**config.mk**
```make
export PLATFORM = sky130hd
export DESIGN_NAME = cwpd_top
export DESIGN_NICKNAME = d
export VERILOG_FILES = /design/src/pkg/cwpd_pkg.sv /design/src/rtl/cwpd_top.sv
export SDC_FILE = /design/constraint.sdc
export NUM_CORES = 1
export LEC_CHECK = 0
export BUFFER_PORTS_ARGS = -buffer_cell sky130_fd_sc_hd__buf_2
export CAP_MARGIN = 30
export CORE_UTILIZATION = 32
export CTS_CLUSTER_DIAMETER = 150
export DETAILED_ROUTE_END_ITERATION = 16
export GPL_TIMING_DRIVEN = 0
export PLACE_DENSITY = 0.69
export SLEW_MARGIN = 10
export SYNTH_ARGS = -nofsm -noshare
export SYNTH_HDL_FRONTEND = slang
export SYNTH_SLANG_ARGS = --single-unit
```
**constraint.sdc**
```tcl
create_clock -name clk -period 2.1 [get_ports clk]
set_input_delay 0.105 -clock clk [delete_from_list [all_inputs] [get_ports clk]]
set_output_delay 0.105 -clock clk [all_outputs]
set_load 0.02 [all_outputs]
```
**src/pkg/cwpd_pkg.sv**
```systemverilog
//------------------------------------------------------------------------------
//------------------------------------------------------------------------------
package cwpd_pkg;
    localparam logic [15:0] ADDR_REV   = 16'h8005;
    localparam logic [15:0] ADDR_PART  = 16'h8006;
    localparam logic [15:0] ADDR_RSVD  = 16'h8009;
    localparam logic [15:0] ADDR_PART4 = 16'h800a;
    localparam logic [15:0] ADDR_CP5   = 16'h800b;
    localparam logic [15:0] ADDR_CTRL  = 16'h8010;
    localparam logic [15:0] ADDR_STAT  = 16'h8011;
    localparam logic [15:0] ADDR_PFM_LAST = 16'h0fff;
    localparam logic [15:0] SAF_WORDS  = 16'h0080;
    localparam logic [15:0] PFM_HALF_END = 16'h07ff;
    localparam int BIT_LVP = 13;
    localparam int BIT_WSAF = 11;
    localparam int BIT_WCFG = 9;
    localparam int BIT_WBOOT = 8;
    localparam int BIT_WAPP = 7;
    localparam int BIT_STORAGE_AREA_ENABLE_N_N = 4;
    localparam int BIT_BOOT_REGION_ENABLE_N_N = 3;
    localparam int BIT_CP_N = 0;
    localparam logic [13:0] CFG4_RESET = 14'h3fff;
    localparam logic [13:0] CFG5_RESET = 14'h3fff;
    localparam logic [13:0] CFG4_ONES_MASK = 14'h2a98;
    localparam logic [13:0] CFG4_SIZE_MASK = 14'h0007;
    localparam logic [11:0] PART_CODE  = 12'h5a5; // Arbitrary value
    localparam logic [5:0]  MAJOR_REV  = 6'h01;   // Arbitrary value
    localparam logic [5:0]  MINOR_REV  = 6'h00;   // Arbitrary value
    localparam int CLK_MHZ = 50;
    localparam int DELAY_LONG_MS = 16;
    localparam int DELAY_SHORT_MS = 1;
    localparam int DELAY_LONG_CYC = DELAY_LONG_MS * CLK_MHZ * 1000;
    localparam int DELAY_SHORT_CYC = DELAY_SHORT_MS * CLK_MHZ * 1000;
    typedef struct packed {
        logic        ext;      // External access (programmer)
        logic        wr;
        logic        rd;
        logic [15:0] addr;
    } cwpd_acc_t;
endpackage : cwpd_pkg

```
**src/rtl/cwpd_top.sv**
```systemverilog
// Added by the designer: strobed register access.
`timescale 1ns/1ps
module cwpd_top (
    // Clock and reset
    input  wire logic              clk,
    input  wire logic              reset,
    // Register port
    input  wire logic [15:0]       reg_addr,
    input  wire logic [13:0]       reg_wdata,
    input  wire logic              reg_wr,
    input  wire logic              reg_rd,
    output logic      [13:0]       reg_rdata_ff,
    // Nonvolatile copies, loaded after reset release; erase and LVP session inputs
    input  wire logic [13:0]       nv_cfg4,
    input  wire logic [13:0]       nv_cfg5,
    input  wire logic              bulk_erase,
    input  wire logic              lvp_session,
    // Memory access check
    input  wire cwpd_pkg::cwpd_acc_t acc,
    input  wire logic [13:0]       mem_rdata,
    output logic                   acc_allow_ff,
    output logic      [13:0]       acc_rdata_ff,
    output logic                   write_error_flag_ff,
    // Decoded outputs
    output logic                   reset_pin_role_ff,
    output logic [1:0]             powerup_delay_select_ff,
    output logic                   code_protect_ff,
    output logic [15:0]            boot_end_ff,
    output logic                   boot_enabled_ff,
    output logic                   storage_enabled_ff,
    output logic [15:0]            storage_base_ff,
    output logic                   fetch_ok_ff
);
    logic [13:0] cfg4_ff, cfg5_ff, nxt_cfg4, nxt_cfg5;
    logic [1:0]  dly_ff;
    logic        load_ff;
    logic        ctl_reset_pin_enable_ff;

    //--------------------------------------------------------------------------
    // Decode
    //--------------------------------------------------------------------------
    // Config word enable and protect bits
    wire logic low_voltage_programming     = cfg4_ff[cwpd_pkg::BIT_LVP];
    wire logic boot_en = ~cfg4_ff[cwpd_pkg::BIT_BOOT_REGION_ENABLE_N_N];
    wire logic saf_en  = ~cfg4_ff[cwpd_pkg::BIT_STORAGE_AREA_ENABLE_N_N];
    wire logic cp_on   = ~cfg5_ff[cwpd_pkg::BIT_CP_N];
    wire logic cfg_wp  = ~cfg4_ff[cwpd_pkg::BIT_WCFG];
    // Raw end from size code, then clamp to half memory
    logic [15:0] raw_end;
    always_comb begin
        unique case (cfg4_ff[2:0])
            3'h7:    raw_end = 16'h01ff;
            3'h6:    raw_end = 16'h03ff;
            3'h5:    raw_end = 16'h07ff;
            3'h4:    raw_end = 16'h0fff;
            3'h3:    raw_end = 16'h1fff;
            default: raw_end = 16'h3fff;
        endcase
    end
    wire logic [15:0] boot_end = (raw_end > cwpd_pkg::PFM_HALF_END) ?
                                 cwpd_pkg::PFM_HALF_END : raw_end;
    wire logic [15:0] saf_base = cwpd_pkg::ADDR_PFM_LAST - cwpd_pkg::SAF_WORDS
                                 + 16'h0001;
    // Region of the access address
    wire logic is_cfg  = (acc.addr >= 16'h8007) && (acc.addr <= cwpd_pkg::ADDR_CP5);
    wire logic is_pfm  = acc.addr <= cwpd_pkg::ADDR_PFM_LAST;
    wire logic in_boot = is_pfm && boot_en && (acc.addr <= boot_end);
    wire logic in_saf  = is_pfm && saf_en && (acc.addr >= saf_base);
    wire logic in_app  = is_pfm && !in_boot && !in_saf;
    wire logic wp_hit  = (in_saf  && ~cfg4_ff[cwpd_pkg::BIT_WSAF])
                       | (is_cfg  && cfg_wp)
                       | (in_boot && ~cfg4_ff[cwpd_pkg::BIT_WBOOT])
                       | (in_app  && ~cfg4_ff[cwpd_pkg::BIT_WAPP]);
    wire logic cp_block = acc.ext && cp_on && is_pfm;
    wire logic wr_bad  = acc.wr && (wp_hit || cp_block);

    //--------------------------------------------------------------------------
    // Register writes
    //--------------------------------------------------------------------------
    // Protections other than boot write protect (bit 8) may only move to the protected state; bulk erase restores
    wire logic wr4 = reg_wr && reg_addr == cwpd_pkg::ADDR_PART4 && !cfg_wp;
    wire logic wr5 = reg_wr && reg_addr == cwpd_pkg::ADDR_CP5 && !cfg_wp;
    wire logic [13:0] ones_ok = cfg4_ff | ~cwpd_pkg::CFG4_ONES_MASK;
    wire logic [13:0] w4a = (reg_wdata & ones_ok);
    wire logic [13:0] w4b = boot_en ? ((w4a & ~cwpd_pkg::CFG4_SIZE_MASK)
                          | (cfg4_ff & cwpd_pkg::CFG4_SIZE_MASK)) : w4a;
    wire logic lvp_keep = lvp_session && low_voltage_programming;
    wire logic [13:0] w4c = lvp_keep ? (w4b | 14'h2000) : w4b;
    always_comb begin
        nxt_cfg4 = cfg4_ff;
        nxt_cfg5 = cfg5_ff;
        if (bulk_erase) begin
            nxt_cfg4 = cwpd_pkg::CFG4_RESET;
            nxt_cfg5 = cwpd_pkg::CFG5_RESET;
        end else if (wr4) begin
            nxt_cfg4 = w4c;
        end else if (wr5) begin
            nxt_cfg5 = {cfg5_ff[13:1], reg_wdata[0] & cfg5_ff[0]};
        end
    end

    // Latch nonvolatile copy in the cycle after reset release
    always_ff @(posedge clk) begin
        if (reset) begin
            load_ff <= 1'b1;
            cfg4_ff <= cwpd_pkg::CFG4_RESET;
            cfg5_ff <= cwpd_pkg::CFG5_RESET;
        end else begin
            load_ff <= 1'b0;
            cfg4_ff <= load_ff ? nv_cfg4 : nxt_cfg4;
            cfg5_ff <= load_ff ? nv_cfg5 : nxt_cfg5;
        end
    end

    //--------------------------------------------------------------------------
    // Reads
    //--------------------------------------------------------------------------
    // Identity words are constants; reserved word reads zero
    logic [13:0] rd_mux;
    always_comb begin
        unique case (reg_addr)
            cwpd_pkg::ADDR_PART:  rd_mux = {2'h3, cwpd_pkg::PART_CODE};
            cwpd_pkg::ADDR_REV:   rd_mux = {2'h2, cwpd_pkg::MAJOR_REV,
                                            cwpd_pkg::MINOR_REV};
            cwpd_pkg::ADDR_RSVD:  rd_mux = 14'h0000;
            cwpd_pkg::ADDR_PART4: rd_mux = cfg4_ff;
            cwpd_pkg::ADDR_CP5:   rd_mux = cfg5_ff;
            cwpd_pkg::ADDR_STAT:  rd_mux = {11'h000, write_error_flag_ff, low_voltage_programming, cp_on};
            default:              rd_mux = 14'h0000;
        endcase
    end
    wire logic clr_err = reg_wr && reg_addr == cwpd_pkg::ADDR_CTRL && reg_wdata[0];

    //--------------------------------------------------------------------------
    // Outputs
    //--------------------------------------------------------------------------
    // Delay code held from the control register; the timer itself lives elsewhere
    always_ff @(posedge clk) begin
        if (reset) begin
            reg_rdata_ff            <= 14'h0000;
            acc_allow_ff            <= 1'b0;
            acc_rdata_ff            <= 14'h0000;
            write_error_flag_ff     <= 1'b0;
            reset_pin_role_ff       <= 1'b1;
            powerup_delay_select_ff <= 2'h3;
            code_protect_ff         <= 1'b0;
            boot_end_ff             <= 16'h0000;
            boot_enabled_ff         <= 1'b0;
            storage_enabled_ff      <= 1'b0;
            storage_base_ff         <= 16'h0000;
            fetch_ok_ff             <= 1'b1;
        end else begin
            reg_rdata_ff            <= reg_rd ? rd_mux : 14'h0000;
            acc_allow_ff            <= (acc.wr || acc.rd) && !wr_bad && !cp_block;
            acc_rdata_ff            <= cp_block ? 14'h0000 : mem_rdata;
            write_error_flag_ff     <= wr_bad | (write_error_flag_ff & ~clr_err);
            reset_pin_role_ff       <= low_voltage_programming | ctl_reset_pin_enable_ff;
            powerup_delay_select_ff <= dly_ff;
            code_protect_ff         <= cp_on;
            boot_end_ff             <= boot_en ? boot_end : 16'h0000;
            boot_enabled_ff         <= boot_en;
            storage_enabled_ff      <= saf_en;
            storage_base_ff         <= saf_base;
            fetch_ok_ff             <= !(in_saf && acc.rd && !acc.ext);
        end
    end
    // Reset pin enable and delay code held in control; bit 1 and bits 3:2
    wire logic wr_ctl = reg_wr && reg_addr == cwpd_pkg::ADDR_CTRL;
    always_ff @(posedge clk) begin
        if (reset) begin
            ctl_reset_pin_enable_ff <= 1'b1;
            dly_ff       <= 2'h3;
        end else if (wr_ctl) begin
            ctl_reset_pin_enable_ff <= reg_wdata[1];
            dly_ff       <= reg_wdata[3:2];
        end
    end

    //--------------------------------------------------------------------------
    // Checks
    //--------------------------------------------------------------------------
    property p_cp_zero;
        @(posedge clk) disable iff (reset) cp_block |=> acc_rdata_ff == 14'h0000;
    endproperty
    a_cp_zero: assert property (p_cp_zero) else $error("protected read not zero");
    property p_err;
        @(posedge clk) disable iff (reset) wr_bad |=> write_error_flag_ff && !acc_allow_ff;
    endproperty
    a_err: assert property (p_err) else $error("bad write not flagged");
    property p_lvp;
        @(posedge clk) disable iff (reset) low_voltage_programming |=> reset_pin_role_ff;
    endproperty
    a_lvp: assert property (p_lvp) else $error("reset role lost");
    property p_clamp;
        @(posedge clk) disable iff (reset) boot_en |=> boot_end_ff <= cwpd_pkg::PFM_HALF_END;
    endproperty
    a_clamp: assert property (p_clamp) else $error("boot too large");
    property p_cp_sticky;
        @(posedge clk) disable iff (reset || load_ff) cp_on && !bulk_erase |=> cp_on;
    endproperty
    a_cp_sticky: assert property (p_cp_sticky) else $error("cp cleared");
    property p_wp_sticky;
        @(posedge clk) disable iff (reset || load_ff)
            !cfg4_ff[cwpd_pkg::BIT_WAPP] && !bulk_erase |=> !cfg4_ff[cwpd_pkg::BIT_WAPP];
    endproperty
    a_wp_sticky: assert property (p_wp_sticky) else $error("wp cleared");
    property p_size;
        @(posedge clk) disable iff (reset || load_ff)
            boot_en && !bulk_erase |=> $stable(cfg4_ff[2:0]);
    endproperty
    a_size: assert property (p_size) else $error("size changed");
    property p_lvp_keep;
        @(posedge clk) disable iff (reset || load_ff)
            low_voltage_programming && lvp_session && !bulk_erase |=> low_voltage_programming;
    endproperty
    a_lvp_keep: assert property (p_lvp_keep) else $error("lvp dropped");
    c_err: cover property (@(posedge clk) wr_bad);
    c_cp: cover property (@(posedge clk) cp_block && acc.rd);
    c_boot: cover property (@(posedge clk) in_boot && acc.wr);
endmodule : cwpd_top

```
After elaboration in Yosys (flattened, before gate mapping)
Cells that the tools add are included.

storage, ports and cells
  flip-flop bits (word level) = 101
  output and inout bits = 69
  word-level logic and storage cells = 108

operators by class
  magnitude comparators = 6
  multiplexer cells = 14
  reduce and logical (&&, ||, !) cells = 40
  equal/unequal tests = 12
  bitwise operators = 18

operators by type and width
  cell                    number
  $pmux W14 S5            2
  $mux W14                7
  $eq A16 B16 Y1 const B  6
  $logic_and A1 B1 Y1     25
  $ge A16 B12 Y1 const B  1
  $ge A16 B16 Y1 const B  1
  $gt A16 B11 Y1 const B  1
  $le A16 B12 Y1 const B  1
  $le A16 B16 Y1          1
  $le A16 B16 Y1 const B  1
  $mux W16                1
  $and A14 B14 Y14        1
  $or A14 B3 Y14          1
  $eq A3 B3 Y1 const B    4
  $mux W12                1
  $not A1 Y1              9
  $logic_not A1 Y1        6
  $reduce_bool A3 Y1      2
  $reduce_or A2 Y1        3
  $or A1 B1 Y1            5
  $eq A3 B2 Y1 const B    1
  $mux W1                 3
  $ne A3 B3 Y1 const B    1
  $and A1 B1 Y1           2
  3 further kinds         4

Longest topological paths before layout
Gate-level depths: netlist (run 1).

  depth in word-level cells = 16
  mapped depth = 8

Worst setup path after synthesis (run 1)
Ideal clock, no wire load.

  path kind = reg2reg
  from = register cfg4_ff[2]
  to = register acc_allow_ff
  required time = 1.984 ns
  clock period less this slack = 1.727 ns
  slack = 0.373 ns
  arrival time = 1.611 ns
  stages on the path, launching flop included = 9
  path through = dfxtp_1 and2_1 ha_1 nand3_1 a211oi_1 o2bb2ai_1 nor4_1 a211oi_1 a31o_2

on the way
  longest elaborated chain between the ends = 16
  elaborated cells on any way between the ends = 22

RTL lines
  item                                                 RTL line         source
  from (decl)                                          cwpd_top.sv:34   logic [13:0] cfg4_ff, cfg5_ff, nxt_cfg4, nxt_cfg5;
  from (signal assigned)                               cwpd_top.sv:106  cfg4_ff <= cwpd_pkg::CFG4_RESET;
  from (signal assigned)                               cwpd_top.sv:110  cfg4_ff <= load_ff ? nv_cfg4 : nxt_cfg4;
  $eq A3 B2 Y1 / $eq A3 B3 Y1 (equally long branches)  cwpd_top.sv:51   unique case (cfg4_ff[2:0])
  $pmux W14 S5 *                                       cwpd_top.sv:51
  $gt A16 B11 Y1                                       cwpd_top.sv:60   wire logic [15:0] boot_end = (raw_end > cwpd_pkg::PFM_HALF_END) ?
  $mux W16 *                                           cwpd_top.sv:60
  $le A16 B16 Y1 *                                     cwpd_top.sv:67   wire logic in_boot = is_pfm && boot_en && (acc.addr <= boot_end);
  $logic_and A1 B1 Y1 *                                cwpd_top.sv:67
  $logic_not A1 Y1                                     cwpd_top.sv:69   wire logic in_app = is_pfm && !in_boot && !in_saf;
  $logic_and A1 B1 Y1 (2 in a row)                     cwpd_top.sv:69
  $logic_and A1 B1 Y1                                  cwpd_top.sv:73   | (in_app && ~cfg4_ff[cwpd_pkg::BIT_WAPP]);
  $or A1 B1 Y1 *                                       cwpd_top.sv:73
  $logic_or A1 B1 Y1 *                                 cwpd_top.sv:75   wire logic wr_bad = acc.wr && (wp_hit || cp_block);
  $logic_and A1 B1 Y1 *                                cwpd_top.sv:75
  $logic_not A1 Y1 *                                   cwpd_top.sv:154  acc_allow_ff <= (acc.wr || acc.rd) && !wr_bad && !cp_block;
  $logic_and A1 B1 Y1 * (2 in a row)                   cwpd_top.sv:154
  to (signal assigned)                                 cwpd_top.sv:154
  to (decl)                                            cwpd_top.sv:21   output logic acc_allow_ff,

Mark *: on every way between the ends. The rest lies on a longest branch, timed or not.
A chain may end at the register's enable or synchronous reset.

Worst setup path in the final report (run 1)
Same ends and word-level chain as after synthesis.

==> impl_results.md, run 1 <==
* Clk slew on worst S/H paths at 0.08 ns
* Number of iterations in the first detailed-routing pass at 4
* Final worst setup slack at roughly 0.074 ns
* Setup CP Type: flop to flop
* Synth top area share at between 40 and 50%
* CTS tree: yes
* RSZ-0062 raised after global routing: false
* Port bufs at 151
* Ports at 166
* Crit path buffers/inverters at 0
* Clock buffer count from CTS at 9
* Most common cell in the netlist: dfxtp_1
* Final setup violation count at 0
* Slew at the pin closest to its max-slew limit at around 0.73 ns
* Hold path cells at 2
* CP startpoint kind: flop
* Die H at between 100 and 150 µm
* DRT antenna net count at 0
* CORE AREA at ~10000 µm²
* Synth top area cells: dfxtp_1 (46%), buf_4 (5.9%), mux2i_1 (5.2%)
* Layout area overhead at 43.2%
* Nets at 660
* Worst rel slew slack at about half
* First-pass GRT wire length at 14.7 mm
* FP Rows at 36
* DR DRC count at 0
* Total of max-cap violations at 0
* Initial antenna violation count at 0
* Top post-synthesis cells by count: dfxtp_1 (76), nor2_1 (39), buf_4 (26)
* Netlist cell types at 52
* Sequential share of the synthesized area at 46.2%
* Diode count at 0
* Largest net degree at the start of global routing at 15
* Max Freq at approximately 490 MHz
* Mapped Cells at 360
* Syn. warnings at 0
* Worst path cell trace: and2_1 > ha_1 > nand3_1 > a211oi_1 > o2bb2ai_2 > nor4_2 > a211oi_2 > a31o_2
* GP Congestion at between 0.8 and 0.9
* Fin crit period at just over 2 ns
* Fin area at around 4700 µm²
* Clk_skew at between 0.01 and 0.015 ns
* Worst VDD drop at 0.000269 V
* Die W at between 100 and 150 µm
* Worst-path maximum fanout at 4
* CTS H-tree lvls at 3
* Hold Vio Cnt, Final at 0
* Hold WC Path Type: input port to flop
* Tcrit/Tclk final at a little over nine tenths
* Max clock buf depth at 2
* Layout cells sized above 1 at roughly 38%
* Clk sinks at 76
* Worst reg-to-reg path cell count at 8
* Dominant cell type by area after synthesis: dfxtp_1
* Prevailing post-synth register cell: dfxtp_1
* Full die area at roughly 11,000 µm²
* Family with the most delay on the worst path: compound AO/OA/AOI/OAI gates
* Tot GR Track Use at between 10% and 20%
* CP peak stage delay at 0.35 ns
* CP max stage cell: dfxtp_1
* Vias per std cell at 4.76
* DR vias at approximately 3,300
* Stages on the worst setup path at 8
* Asr flop ratio synth at 0%
* Clk_lat worst skew at ~0.36 ns
* Mapped Avg Cell Area at 9.15 µm²
* Initial Util at between 30% and 40%
* Fill cells at between 900 and 1,000
* Post-DP HPWL at between 7 and 8 mm
* Number of post-CTS setup repair buffers at 0
* Worst slack, placed at between 0.0004 and 0.0005 ns
* EDFF count, synth at 0
* Max-slew violation count at 0
* Synthesized area at between 3000 and 4000 µm²
* Crit. End Element: flop
* Aggregate global routing overflow at 0
* Vias in the first global route at 3,063
* Routed len/inst at approximately 14 µm
* Synthesis-stage register bit count at 76
* Pwr dens at between 600 and 700 nW/µm²
* WP data required at between 2 and 2.5 ns
* Leakage at between 2 and 2.5 nW
* Status: finished clean
* Final wirelength at about 10 mm
* Number of DRC markers in iteration 0 at approximately 140
* CTS root buf: clkbuf_8
* Worst EP arrival at between 2 and 2.5 ns
* Setup tns final at 0 ns
* Placement Cell Area at between 4000 and 5000 µm²
-- metal layers --
layer	wire [µm]	share of wire, %	global-route usage, %
met3	622	6.2	3.97
met1	4380	44	22.9
met5	0	0	0
met4	230	2.3	8.45
met2	4750	48	30.8
-- logic make-up (layout without fill, tap and decap cells) --
family	count (synthesis)	after routing	synth area share (%)
AO/OA/AOI/OAI	69	69	14.0
flip-flops	76	76	46.2
multiplexers	18	18	5.51
buffers and inverters	49	235	8.62
AND/OR/NAND/NOR	141	141	23.6
adder cells (fa/ha/maj)	5	5	1.90
other	2	19	0.228
-- timing repair --
item	CTS	global route
hold buffers	20	0
resized for setup	1	3
pin swaps	0	1
hold endpoints to repair	19	0
setup endpoints to repair	1	4
-- cell type report --
type | instances | area, µm² | share of cell area [%]
flip-flops and latches | 76 | 1520 | 32.2
clock buffers | 9 | 124 | 2.63
repair buffers | 171 | 956 | 20.3
multi-input cells | 252 | 1570 | 33.3
plain buffers | 46 | 274 | 5.81
clock inverters | 7 | 98.8 | 2.09
inverters | 2 | 7.51 | 0.159
well taps | 133 | 166 | 3.53
-- where the power goes --
part	switching, mW	internal (mW)
clock	0.578	0.675
sequential	0.0369	1.50
combinational	0.271	0.228
-- final timing paths --
kind | from | endpoint | slack, ns
worst min register to register | dly_ff[0]$_SDFFE_PP1P_ | powerup_delay_select_ff[0]$_SDFF_PP1_ | 0.45
worst min-delay path | acc[17] | acc_allow_ff$_SDFF_PP0_ | 0.02
worst max register to register | cfg4_ff[2]$_SDFFE_PP1P_ | acc_allow_ff$_SDFF_PP0_ | 0.07
worst max-delay path | cfg4_ff[2]$_SDFFE_PP1P_ | acc_allow_ff$_SDFF_PP0_ | 0.07
-- through the flow --
step	util, %	hold slack (ns)	std cells	power, mW
2_1_floorplan	-	0.133	377	1.83
3_3_place_gp	43.4	0.298	661	2.02
3_5_place_dp	43.4	0.301	661	2.03
4_1_cts	47.7	0.00227	697	3.30
5_1_grt	47.8	0.0156	696	3.42
6_report	47.8	0.0156	696	3.29
-- sequential cells by signal, summed over array words and instances (netlist names) --
signal,cells
acc_allow_ff,1
acc_rdata_ff,14
boot_enabled_ff,1
boot_end_ff,6
cfg4_ff,14
cfg5_ff,14
code_protect_ff,1
ctl_reset_pin_enable_ff,1
dly_ff,2
fetch_ok_ff,1
load_ff,1
powerup_delay_select_ff,2
reg_rdata_ff,14
reset_pin_role_ff,1
storage_base_ff,1
storage_enabled_ff,1
write_error_flag_ff,1
-- cell usage in the layout, fill, tap and decap left out, drive strengths merged, types with 15 or more instances in the layout --
cell type / Yosys / layout
and3: 15 / 15
buf: 30 / 181
clkbuf: 17 / 25
conb: 2 / 19
dfxtp: 76 / 76
dlygate4sd3: 0 / 20
mux2i: 17 / 17
nand2: 21 / 21
nor2: 39 / 39
nor3: 22 / 22
o21ai: 17 / 17
(Power assumes the default switching activity.)
==> run 2: changes to the inputs <==
Settings changed: CORE_UTILIZATION 32 to 30, PLACE_DENSITY 0.69 to 0.66.
Clock period 2.1 ns to 2.31 ns, I/O delays scaled along.
==> impl_results.md, run 2 (same netlist as run 1, synthesis figures left out) <==
* Status: finished clean (unchanged)
* CP peak stage delay at 0.48 ns (was 0.35 ns)
* Aggregate global routing overflow at 0 (unchanged)
* DR vias at 3,231 (was 3,312)
* CP endpoint: cfg4_ff[5]$_SDFFE_PP1P_ (was acc_allow_ff$_SDFF_PP0_)
* Clock buffer count from CTS at 9 (unchanged)
* Worst R2R End: cfg4_ff[5]$_SDFFE_PP1P_ (was acc_allow_ff$_SDFF_PP0_)
* Reg-to-reg setup timing slack at 0.18 ns (was 0.07 ns)
* DR DRC count at 0 (unchanged)
* Placed cell count at 664 (was 661)
* Fin crit period at 2.13 ns (was 2.03 ns)
* Total of max-cap violations at 0 (unchanged)
* CP startpoint kind: flop (unchanged)
* Final setup violation count at 0 (unchanged)
* Max clock buf depth at 2 (unchanged)
* WP data required at 2.50 ns (was 2.35 ns)
* FP Rows at 37 (was 36)
* Clk slew on worst S/H paths at 0.08 ns (about the same)
* Die W at 107 µm (was 103 µm)
* Clk_skew at 0.00767 ns (was 0.0145 ns)
* Setup CP Type: flop to flop (unchanged)
* Leakage at 2.16 nW (was 2.21 nW)
* Ports at 166 (unchanged)
* Slew at the pin closest to its max-slew limit at 0.758 ns (was 0.731 ns)
* Most common library cell in the layout ignoring fill and taps: buf_2 (unchanged)
* Max Freq at 469 MHz (was 494 MHz)
* Post-DP HPWL at 7.72 mm (was 7.65 mm)
* Number of iterations in the first detailed-routing pass at 5 (was 4)
* Worst VDD drop at 0.000373 V (was 0.000269 V)
* Initial Util at 31.5% (was 33.4%)
* Critical path launch point: load_ff$_DFF_P_ (was cfg4_ff[2]$_SDFFE_PP1P_)
* Port bufs at 151 (unchanged)
* DRT antenna net count at 0 (unchanged)
* Worst EP arrival at 2.32 ns (was 2.28 ns)
* Pwr dens at 639 nW/µm² (was 697 nW/µm²)
* Max-slew violation count at 0 (unchanged)
* CORE AREA at 10,500 µm² (was 9860 µm²)
* Final wirelength at 9.86 mm (was 9.98 mm)
* Diode count at 0 (unchanged)
* Reg2reg start: load_ff$_DFF_P_ (was cfg4_ff[2]$_SDFFE_PP1P_)
* CTS root buf: clkbuf_8 (unchanged)
* CTS tree: yes (unchanged)
* Resized Gates After CTS at 0 (was 1)
* Routed len/inst at 14.3 µm (about the same)
* Setup tns final at 0 ns (unchanged)
* Nets at 651 (was 660)
* Full die area at 11,400 µm² (was 10,700 µm²)
* Final non-filler cell total at 689 (was 696)
* Tot GR Track Use at 17.2% (was 18.5%)
* Hold WC Path Type: input port to flop (unchanged)
* First-pass GRT wire length at 15.2 mm (was 14.7 mm)
* Hold Vio Cnt, Final at 0 (unchanged)
* GP Congestion at 0.851 (was 0.843)
* Clk sinks at 76 (unchanged)
* Worst reg-to-reg path cell count at 6 (was 8)
* Most used cell, CP: clkbuf_1
* CTS H-tree lvls at 3 (unchanged)
* Die H at 107 µm (was 103 µm)
* Worst path cell trace: clkbuf_1 > or2_2 > clkbuf_1 > a31oi_1 > clkbuf_1 > o211ai_1 (was and2_1 > ha_1 > nand3_1 > a211oi_1 > o2bb2ai_2 > nor4_2 > a211oi_2 > a31o_2)
* Crit. End Element: flop (unchanged)
* Largest net degree at the start of global routing at 13 (was 15)
* Worst rel slew slack at 49.5% (was 51.3%)
* CP max stage cell: clkbuf_1 (was dfxtp_1)
* Tcrit/Tclk final at 92.3% (was 96.5%)
* Vias in the first global route at 3,058 (was 3,063)
* Stages on the worst setup path at 6 (was 8)
* RSZ-0062 raised after global routing: false (unchanged)
* Number of DRC markers in iteration 0 at 213 (was 142)
* Crit path buffers/inverters at 3 (was 0)
* Clk_lat worst skew at 0.34 ns (was 0.36 ns)
* Layout cells sized above 1 at 37.4% (was 37.8%)
* Family with the most delay on the worst path: buffers and inverters (was compound AO/OA/AOI/OAI gates)
* Layout area overhead at 39.6% (was 43.2%)
* Most frequent cells in the layout: buf_2 (153), dfxtp_1 (76), nor2_1 (39) (unchanged)
* Hold buffer count at cts at 8 (was 20)
* Vias per std cell at 4.69 (was 4.76)
* Number of post-CTS setup repair buffers at 0 (unchanged)
* Worst-path maximum fanout at 10 (was 4)
* Hold slack final at 0.0102 ns (was 0.0156 ns)
* Initial antenna violation count at 0 (unchanged)
run 2: report_power, final:
part | total [mW] | internal, mW | switching (mW)
Sequential | 1.40 | 1.36 | 0.0323
Clock | 1.10 | 0.633 | 0.472
Combinational | 0.437 | 0.195 | 0.242
run 2: worst reg2reg max path: cells and delay by family, from the launching register on:
family | cells | cell delay (ns)
DFF | 1 | 0.31
and+or+nand+nor | 1 | 0.34
AOI/OAI and AO/OA | 2 | 0.42
buffers and inverters | 3 | 0.91
run 2: how the worst min path moves through the flow:
stage                 startpoint                          to  cells after the start
finish              reg_wdata[2]      dly_ff[0]$_SDFFE_PP1P_                      3
global route        mem_rdata[2]  acc_rdata_ff[2]$_SDFF_PP0_                      2
CTS                 mem_rdata[3]  acc_rdata_ff[3]$_SDFF_PP0_                      2
detailed placement       acc[16]      fetch_ok_ff$_SDFF_PP1_                      2
global placement         acc[16]      fetch_ok_ff$_SDFF_PP1_                      2
floorplan                  reset             load_ff$_DFF_P_                      0
run 2: cell type report:
type	instances	area, µm²
plain buffers	47	277
clock buffers	11	141
clock inverters	4	73.8
fillers	1081	5860
inverters	2	7.51
multi-input cells	252	1550
flip-flops and latches	76	1520
well taps	136	170
repair buffers	161	856
run 2: per-layer routing:
metal	vias to the layer above	track usage [%]	wire length, µm
li1	1615	-	-
met2	116	30.0	4930
met5	-	0	0
met3	6	4.01	704
met4	0	3.72	88
met1	1494	21.6	4130
run 2: metrics by stage:
step / instance area [µm²] / worst slack [ns] / util [%] / total power, mW
floorplan: 3360 / 0.583 / - / 1.66
global placement: 4280 / 0.248 / 40.9 / 1.84
detailed placement: 4280 / 0.193 / 40.9 / 1.85
CTS: 4580 / 0.167 / 43.8 / 2.95
global route: 4600 / 0.0211 / 44.0 / 3.06
finish: 4600 / 0.177 / 44.0 / 2.94
